File: src/ues_pkg.sv
// Shared constants and types for the USB device event and status block
package ues_pkg;

   // ----------------------------------------
   // Register map (byte addresses)
   // ----------------------------------------
   localparam int UES_ADDR_W = 12;
   localparam logic [UES_ADDR_W-1:0] UES_OFF_EVENT = 12'h004;
   localparam logic [UES_ADDR_W-1:0] UES_OFF_ADDR = 12'h008;
   localparam logic [UES_ADDR_W-1:0] UES_OFF_EPST = 12'h00c;
   localparam logic [31:0] UES_RST_WORD = 32'h0000_0000;

   // ----------------------------------------
   // Event status fields
   // ----------------------------------------
   localparam int UES_B_LINK = 0;
   localparam int UES_B_TXN = 1;
   localparam int UES_B_ATTACH = 2;
   localparam int UES_B_WAKE = 3;
   localparam int UES_B_EP0 = 16;
   localparam int UES_B_SETUP = 31;
   localparam int UES_NUM_EP = 6;
   localparam logic [31:0] UES_EVT_MASK = 32'h803f_000f;
   localparam logic [31:0] UES_EP_MASK = 32'h003f_0000;
   localparam logic [31:0] UES_CHAIN_MASK = 32'h803f_0000;

   // ----------------------------------------
   // Address and endpoint status fields
   // ----------------------------------------
   localparam int UES_DEVICE_ADDRESS_FIELD_W = 7;
   localparam int UES_CODE_W = 3;
   localparam int UES_EPST_LSB = 8;
   localparam int UES_B_OVERRUN = 7;
   localparam int UES_LEN_W = 10;
   localparam logic [UES_LEN_W-1:0] UES_SETUP_MAX = 10'h008;
   localparam int UES_CAUSE_W = 4;

   typedef enum logic [UES_CODE_W-1:0] {
      UES_IN_ACK = 3'h0,
      UES_IN_NAK = 3'h1,
      UES_OUT0_ACK = 3'h2,
      UES_SETUP_ACK = 3'h3,
      UES_OUT1_ACK = 3'h6,
      UES_ISO_END = 3'h7
   } ues_code_t;

   typedef enum logic [0:0] {
      UES_AP_IDLE = 1'b0,
      UES_AP_ACCESS = 1'b1
   } ues_apb_state_t;

   // One completed endpoint transaction reported by the serial engine
   typedef struct packed {
      logic valid;
      logic [2:0] num;
      ues_code_t code;
      logic [UES_LEN_W-1:0] len;
      logic [UES_LEN_W-1:0] max_payload;
   } ues_ep_evt_t;

   // One-cycle bus-level event pulses
   typedef struct packed {
      logic setup;
      logic wake;
      logic attach_detach;
      logic link_change;
      logic [UES_CAUSE_W-1:0] link_cause;
   } ues_bus_evt_t;

endpackage

File: src/ues_top.sv
// USB device event flags, function address and endpoint status over APB
//
// How it works
// RL1: Endpoint 1 event sets its flag; cleared by writing one to it or bit 1.
// RL2: Endpoint 0 event sets its flag; cleared by writing one to it or bit 1.
// RL3: Wake-up event sets a sticky flag cleared by writing one to bit 3.
// RL4: Attach or detach sets a sticky flag cleared by writing one to bit 2.
// RL5: Setup, IN, OUT ACK and isochronous events set the transaction flag.
// RL6: Transaction flag clears on write one, or once all endpoint/setup flags cleared.
// RL7: Suspend/resume sets link flag; cause kept in four bits; write one clears.
// RL8: Seven-bit writable device address, reset zero, used to match bus tokens.
// RL9: Read-only endpoint status, reset zero, three bits per endpoint, 5..3 high.
// RL10: Code 000 after IN ACK from host, 001 after IN answered with NAK.
// RL11: Code 010 after OUT DATA0 ACK, 110 after OUT DATA1 ACK.
// RL12: Code 011 after SETUP ACK, 111 when an isochronous transfer ends.
// RL13: Endpoints 2, 1, 0 fields sit below endpoint 3 with the same coding.
// RL14: Overrun set when OUT exceeds max payload or SETUP exceeds 8 bytes.
// RL15: Setup flag in bit 31 set by SETUP, cleared only by writing one.
// RL16: A new event wins over a clear in the same cycle.
// RL17: Reserved bits read zero and ignore writes.
//
// The APB interface to the registers was decided locally.
`timescale 1ns/1ps
`default_nettype none
module ues_top
   import ues_pkg::*;
(
   input wire logic sys_clk,
   input wire logic arst_n,
   input wire logic psel,
   input wire logic penable,
   input wire logic pwrite,
   input wire logic [UES_ADDR_W-1:0] paddr,
   input wire logic [31:0] pwdata,
   output logic [31:0] prdata,
   output logic pready,
   output logic pslverr,
   input wire ues_ep_evt_t ep_evt,
   input wire ues_bus_evt_t bus_evt,
   input wire logic [UES_DEVICE_ADDRESS_FIELD_W-1:0] tok_addr,
   output logic [UES_DEVICE_ADDRESS_FIELD_W-1:0] device_address_field,
   output logic addr_match,
   output logic [UES_CAUSE_W-1:0] link_cause
);

   // ----------------------------------------
   // Reset release
   // ----------------------------------------
   logic rst_meta_q;
   logic rst_n_q;

   // Assertion is immediate, release waits two edges to avoid metastability
   always_ff @(posedge sys_clk or negedge arst_n)
   begin
      if (!arst_n)
      begin
         rst_meta_q <= 1'b0;
         rst_n_q <= 1'b0;
      end
      else
      begin
         rst_meta_q <= 1'b1;
         rst_n_q <= rst_meta_q;
      end
   end

   // ----------------------------------------
   // APB slave
   // ----------------------------------------
   ues_apb_state_t ap_state_q;
   ues_apb_state_t ap_state_d;
   logic [31:0] rdata_q;
   logic [31:0] rdata_d;
   logic err_q;
   logic err_d;
   logic setup_phase;
   logic commit;
   logic wr_commit;
   logic hit_event;
   logic hit_addr;
   logic hit_epst;
   logic [31:0] event_word;
   logic [31:0] epst_word;

   assign setup_phase = psel && !penable;
   assign commit = psel && penable && (ap_state_q == UES_AP_ACCESS);
   assign wr_commit = commit && pwrite && !err_q;
   assign hit_event = (paddr == UES_OFF_EVENT);
   assign hit_addr = (paddr == UES_OFF_ADDR);
   assign hit_epst = (paddr == UES_OFF_EPST);

   // Read data is captured in the setup cycle so it comes from a flop;
   // an event in that one cycle shows on the next read instead
   always_comb
   begin
      ap_state_d = ap_state_q;
      rdata_d = rdata_q;
      err_d = err_q;
      case (ap_state_q)
         UES_AP_IDLE:
         begin
            if (setup_phase)
            begin
               ap_state_d = UES_AP_ACCESS;
               err_d = !(hit_event || hit_addr || hit_epst) || (pwrite && hit_epst);
               rdata_d = UES_RST_WORD;
               if (!pwrite && hit_event)
               begin
                  rdata_d = event_word & UES_EVT_MASK; // RL17
               end
               if (!pwrite && hit_addr)
               begin
                  rdata_d = {{(32-UES_DEVICE_ADDRESS_FIELD_W){1'b0}}, device_address_field}; // RL17
               end
               if (!pwrite && hit_epst)
               begin
                  rdata_d = epst_word;
               end
            end
         end
         UES_AP_ACCESS:
         begin
            if (commit)
            begin
               ap_state_d = UES_AP_IDLE;
            end
            if (!psel)
            begin
               ap_state_d = UES_AP_IDLE;
            end
         end
         default:
         begin
            ap_state_d = UES_AP_IDLE;
         end
      endcase
   end

   always_ff @(posedge sys_clk or negedge rst_n_q)
   begin
      if (!rst_n_q)
      begin
         ap_state_q <= UES_AP_IDLE;
         rdata_q <= UES_RST_WORD;
         err_q <= 1'b0;
      end
      else
      begin
         ap_state_q <= ap_state_d;
         rdata_q <= rdata_d;
         err_q <= err_d;
      end
   end

   assign pready = (ap_state_q == UES_AP_ACCESS);
   assign pslverr = pready && err_q;
   assign prdata = rdata_q;

   // ----------------------------------------
   // Event status flags
   // ----------------------------------------
   logic ep_ok;
   logic [31:0] evt_set;
   logic [31:0] evt_clr;
   logic [31:0] w1c;
   logic chain_clear;
   logic wr_event;

   assign ep_ok = ep_evt.valid && (ep_evt.num < 3'(UES_NUM_EP));
   assign wr_event = wr_commit && hit_event;
   assign w1c = wr_event ? (pwdata & UES_EVT_MASK) : UES_RST_WORD; // RL17

   // Clearing the last pending endpoint or setup flag also retires the
   // transaction flag, so software need not clear it separately
   assign chain_clear = wr_event && ((w1c & UES_CHAIN_MASK) != UES_RST_WORD)
      && ((event_word & ~w1c & UES_CHAIN_MASK) == UES_RST_WORD); // RL6

   always_comb
   begin
      evt_set = UES_RST_WORD;
      evt_clr = w1c; // RL3 RL4 RL7 RL15
      for (int i = 0; i < UES_NUM_EP; i++)
      begin
         evt_set[UES_B_EP0 + i] = ep_ok && (ep_evt.num == 3'(i)); // RL1 RL2
         if (w1c[UES_B_TXN])
         begin
            evt_clr[UES_B_EP0 + i] = 1'b1; // RL1 RL2
         end
      end
      evt_set[UES_B_TXN] = ep_ok || bus_evt.setup; // RL5
      if (chain_clear)
      begin
         evt_clr[UES_B_TXN] = 1'b1; // RL6
      end
      evt_set[UES_B_SETUP] = bus_evt.setup; // RL15
      evt_set[UES_B_WAKE] = bus_evt.wake; // RL3
      evt_set[UES_B_ATTACH] = bus_evt.attach_detach; // RL4
      evt_set[UES_B_LINK] = bus_evt.link_change; // RL7
   end

   genvar g;
   generate
      for (g = 0; g < 32; g++)
      begin : g_evt
         if (UES_EVT_MASK[g])
         begin : g_flag
            ues_flag_cell u_flag
            (
               .clk(sys_clk),
               .rst_n(rst_n_q),
               .set(evt_set[g]),
               .clr(evt_clr[g]),
               .flag(event_word[g])
            );
         end
         else
         begin : g_rsvd
            assign event_word[g] = 1'b0; // RL17
         end
      end
   endgenerate

   // ----------------------------------------
   // Link cause and device address
   // ----------------------------------------
   logic [UES_CAUSE_W-1:0] cause_q;
   logic [UES_CAUSE_W-1:0] cause_d;
   logic [UES_DEVICE_ADDRESS_FIELD_W-1:0] device_address_field_q;
   logic [UES_DEVICE_ADDRESS_FIELD_W-1:0] device_address_field_d;

   always_comb
   begin
      cause_d = cause_q;
      device_address_field_d = device_address_field_q;
      if (bus_evt.link_change)
      begin
         cause_d = bus_evt.link_cause; // RL7
      end
      if (wr_commit && hit_addr)
      begin
         device_address_field_d = pwdata[UES_DEVICE_ADDRESS_FIELD_W-1:0]; // RL8 RL17
      end
   end

   always_ff @(posedge sys_clk or negedge rst_n_q)
   begin
      if (!rst_n_q)
      begin
         cause_q <= UES_RST_WORD[UES_CAUSE_W-1:0];
         device_address_field_q <= UES_RST_WORD[UES_DEVICE_ADDRESS_FIELD_W-1:0]; // RL8
      end
      else
      begin
         cause_q <= cause_d;
         device_address_field_q <= device_address_field_d;
      end
   end

   assign link_cause = cause_q;
   assign device_address_field = device_address_field_q;
   assign addr_match = (tok_addr == device_address_field_q); // RL8

   // ----------------------------------------
   // Endpoint status codes and overrun
   // ----------------------------------------
   logic [UES_CODE_W-1:0] code_q [UES_NUM_EP];
   logic [UES_CODE_W-1:0] code_d [UES_NUM_EP];
   logic ovr_q;
   logic ovr_d;
   logic [UES_LEN_W-1:0] len_limit;

   // A SETUP stage is bounded by the fixed request size, OUT by the payload
   assign len_limit = (ep_evt.code == UES_SETUP_ACK) ? UES_SETUP_MAX : ep_evt.max_payload;

   always_comb
   begin
      ovr_d = ovr_q;
      for (int i = 0; i < UES_NUM_EP; i++)
      begin
         code_d[i] = code_q[i];
         if (ep_ok && (ep_evt.num == 3'(i)))
         begin
            code_d[i] = ep_evt.code; // RL10 RL11 RL12
         end
      end
      if (ep_ok)
      begin
         // Only OUT and SETUP carry received data that can overrun
         case (ep_evt.code)
            UES_OUT0_ACK, UES_OUT1_ACK, UES_SETUP_ACK:
            begin
               ovr_d = (ep_evt.len > len_limit); // RL14
            end
            default:
            begin
               ovr_d = 1'b0; // RL14
            end
         endcase
      end
   end

   always_ff @(posedge sys_clk or negedge rst_n_q)
   begin
      if (!rst_n_q)
      begin
         for (int i = 0; i < UES_NUM_EP; i++)
         begin
            code_q[i] <= UES_IN_ACK; // RL9
         end
         ovr_q <= 1'b0;
      end
      else
      begin
         for (int i = 0; i < UES_NUM_EP; i++)
         begin
            code_q[i] <= code_d[i];
         end
         ovr_q <= ovr_d;
      end
   end

   always_comb
   begin
      epst_word = UES_RST_WORD; // RL17
      epst_word[UES_B_OVERRUN] = ovr_q; // RL14
      for (int i = 0; i < UES_NUM_EP; i++)
      begin
         epst_word[UES_EPST_LSB + UES_CODE_W*i +: UES_CODE_W] = code_q[i]; // RL9 RL13
      end
   end

endmodule
`default_nettype wire

File: src/ues_flag_cell.sv
// Sticky event flag, set by hardware and cleared by a write of one
`timescale 1ns/1ps
`default_nettype none
module ues_flag_cell
(
   input wire logic clk,
   input wire logic rst_n,
   input wire logic set,
   input wire logic clr,
   output logic flag
);

   logic flag_q;
   logic flag_d;

   // Set is checked last so a clear in the same cycle cannot lose it
   always_comb
   begin
      flag_d = flag_q;
      if (clr)
      begin
         flag_d = 1'b0;
      end
      if (set)
      begin
         flag_d = 1'b1; // RL16
      end
   end

   always_ff @(posedge clk or negedge rst_n)
   begin
      if (!rst_n)
      begin
         flag_q <= 1'b0;
      end
      else
      begin
         flag_q <= flag_d;
      end
   end

   assign flag = flag_q;

endmodule
`default_nettype wire

File: config.mk
export PLATFORM = sky130hd
export DESIGN_NAME = ues_top
export DESIGN_NICKNAME = d
export VERILOG_FILES = /design/src/ues_pkg.sv /design/src/ues_top.sv /design/src/ues_flag_cell.sv
export SDC_FILE = /design/constraint.sdc
export NUM_CORES = 1
export LEC_CHECK = 0
export BUFFER_PORTS_ARGS = -buffer_cell sky130_fd_sc_hd__buf_2
export CAP_MARGIN = 20
export CORE_MARGIN = 2
export CORE_UTILIZATION = 35
export DETAILED_ROUTE_END_ITERATION = 8
export SYNTH_ARGS = -nofsm -noshare
export SYNTH_HDL_FRONTEND = slang
export SYNTH_SLANG_ARGS = --single-unit
File: constraint.sdc
create_clock -name sys_clk -period 3.7 [get_ports sys_clk]
set_input_delay 0.185 -clock sys_clk [delete_from_list [all_inputs] [get_ports sys_clk]]
set_output_delay 0.185 -clock sys_clk [all_outputs]
set_load 0.05 [all_outputs]
==> impl_metrics.json <==
{
  "htreeDepth": 3,
  "drtIter0Drc": 110,
  "fillers": 969,
  "cp-end-kind": "flip-flop",
  "fmax_ghz": 0.484,
  "synthToLayoutAreaGrowth_pct": 25.2,
  "netlist_instances": 297,
  "overflow": 0,
  "port_buffers": 113,
  "seq_area_frac_synth_pct": 52.3,
  "finalPower_mw": 1.68,
  "outcome": "finished clean",
  "worst_pin_slew_ns": 0.733,
  "setup_violations": 0,
  "async_reset_ff_share_pct": 100,
  "dieWidth_um": 103,
  "initial_utilization_pct": 35.6,
  "grt_util_all_layers_pct": 16.3,
  "critPathRequiredTime_ns": 3.98,
  "antenna_cells": 0,
  "clock_skew_ns": 0.00888,
  "maxSlewHeadroom_pct": 51.1,
  "cts_setup_buffers": 0,
  "ys.flop_type": "dfrtp_1",
  "fin_util_pct": 44.5,
  "drt_pass1_iterations": 4,
  "die_height_um": 103,
  "fp-row-count": 36,
  "vias": 2705,
  "drtAntennaViolNets": 0,
  "cts.sinks": 72,
  "via_per_inst": 4.93,
  "dieArea_mm2": 0.0107,
  "rsz0062_at_grt": "no",
  "numCtsBuffers": 9,
  "period_minus_slack_ns": 2.07,
  "critPathArrivalTime_ns": 2.34,
  "drc": 0,
  "clk_latency_ns": 0.34,
  "layout-drive-gt1-share_pct": 39.4,
  "ys_warn_count": 0,
  "holdCritPathClass": "in -> reg",
  "post_cts_resized": 0,
  "final_common_cell": "buf_2",
  "clockRootBuffer": "clkbuf_8",
  "fin_crit_sh_pct": 55.9,
  "synth_seq_cells": 72,
  "grt_start_max_net_pins": 39,
  "p_leak_nw": 2.19,
  "ios": 137,
  "clockBufferDepth": 2,
  "layout_common_cells": "buf_2, dfrtp_1, mux2_2, inv_1, nand2_1",
  "maxCapViolCount": 0,
  "globalplace.congestion": 0.796,
  "antenna_found_initial": 1,
  "vdd_drop_max_mv": 0.137,
  "totalNegativeSetupSlack_ns": 0,
  "path_class": "reg -> reg",
  "clkTransAtPathRegs_ns": 0.07,
  "avgRoutedWirePerCell_um": 15.0,
  "grt_pass1_wl_um": 13000,
  "synth_area_per_cell_um2": 11.6,
  "synth.distinct_cells": 50,
  "wirelength_um": 8210,
  "tritoncts": "built",
  "cp_max_fo": 13,
  "grt_pass1_vias": 2611,
  "synth_edf_count": 0,
  "power_density_mw_per_mm2": 391,
  "final_cells": 549,
  "final_net_count": 513,
  "dp_hpwl_um": 6200,
  "cp-start-kind": "flip-flop",
  "dp.cells": 533,
  "whs_ns": 0.0238,
  "slew_violations": 0,
  "syn_area_mm2": 0.00345,
  "core_mm2": 0.00968,
  "hold_viol": 0
}
-- cells in the mapped netlist, types with 6 or more instances --
cell type	count	area (um^2)
nor2_1	9	33.8
clkbuf_1	7	26.3
a221o_1	10	100
nand2_1	18	67.6
buf_4	6	45.0
nor3_1	15	75.1
ha_1	10	125
mux2_2	26	293
inv_1	19	71.3
dfrtp_1	72	1800
a22o_1	17	149
nand2b_1	7	43.8
o21ai_0	8	40.0
-- path summary, 6_finish.rpt --
check | slack [ns] | depth (start not counted) | start | to
hold / removal | 0.02 | 2 | penable | pready
setup / recovery | 1.63 | 4 | pready | prdata[10]
hold reg to reg | 0.33 | 0 | rst_n_q | link_cause[3]
max in group asynchronous | 2.42 | 1 | rst_n_q | prdata[22]
setup reg to reg | 1.63 | 4 | pready | prdata[10]
min in group asynchronous | 0.15 | 2 | arst_n | rst_meta_q
-- flip-flops by register name, indices dropped and copies added, names as in the netlist --
name and cells:
device_address_field 7, pready 1, link_cause 4, prdata 27
err_q 1, ovr_q 1, rst_meta_q 1, rst_n_q 1
code_q 18, g_evt.g_flag.u_flag.flag 11
-- critical path, stage by stage, from the launching register on --
cell and delay, ns:
dfrtp_1 0.39, or3b_1 0.58, or3_1 0.58, nor2_8 0.27
a22o_1 0.17
-- what timing repair did --
item                                   4_1_cts  5_1_grt
hold buffers                                 1        0
endpoints found under the hold margin        2        0
setup endpoints to repair                    0        0
-- metal layers --
layer	vias to the layer above	track usage [%]	share of wire (%)
met3	12	4.03	5.2
met1	1320	20.7	43
met2	69	26.9	50
met4	2	5.97	1.4
li1	1302	-	-
met5	-	0	0.085
-- kinds of logic (layout without fill, tap and decap cells) --
| kind of cell | Yosys count | after routing | share of synthesized area [%] |
|---|---|---|---|
| AOI/OAI and AO/OA | 57 | 57 | 13.1 |
| DFF | 72 | 72 | 52.3 |
| adders and majority gates | 10 | 10 | 3.63 |
| xor gates and xnor gates | 7 | 7 | 1.78 |
| and+or+nand+nor | 87 | 87 | 15.5 |
| other | 2 | 6 | 0.218 |
| muxes | 26 | 26 | 8.50 |
| buffers and inverters | 36 | 151 | 4.97 |
-- cell type report --
class	instances	area [um^2]	area share (%)
well taps	133	166	3.86
flip-flops and latches	72	1800	41.8
clock inverters	4	45.0	1.04
clock buffers	11	141	3.28
multi-input cells	193	1490	34.5
inverters	19	71.3	1.65
repair buffers	117	598	13.9
-- metrics by stage --
step / setup WS, ns / instance area [um^2]
after floorplan: 1.14 / 3460
after global placement: 1.37 / 4120
after detailed placement: 1.31 / 4120
after CTS: 1.65 / 4310
after global routing: 1.45 / 4310
final: 1.63 / 4310
-- power breakdown --
part           internal, mW  switching (mW)  total [mW]
sequential            0.838          0.0306       0.869
combinational        0.0928           0.119       0.212
clock                 0.323           0.280       0.603
total                  1.25           0.430        1.68
Note: power is estimated with default switching activity, not from simulation.
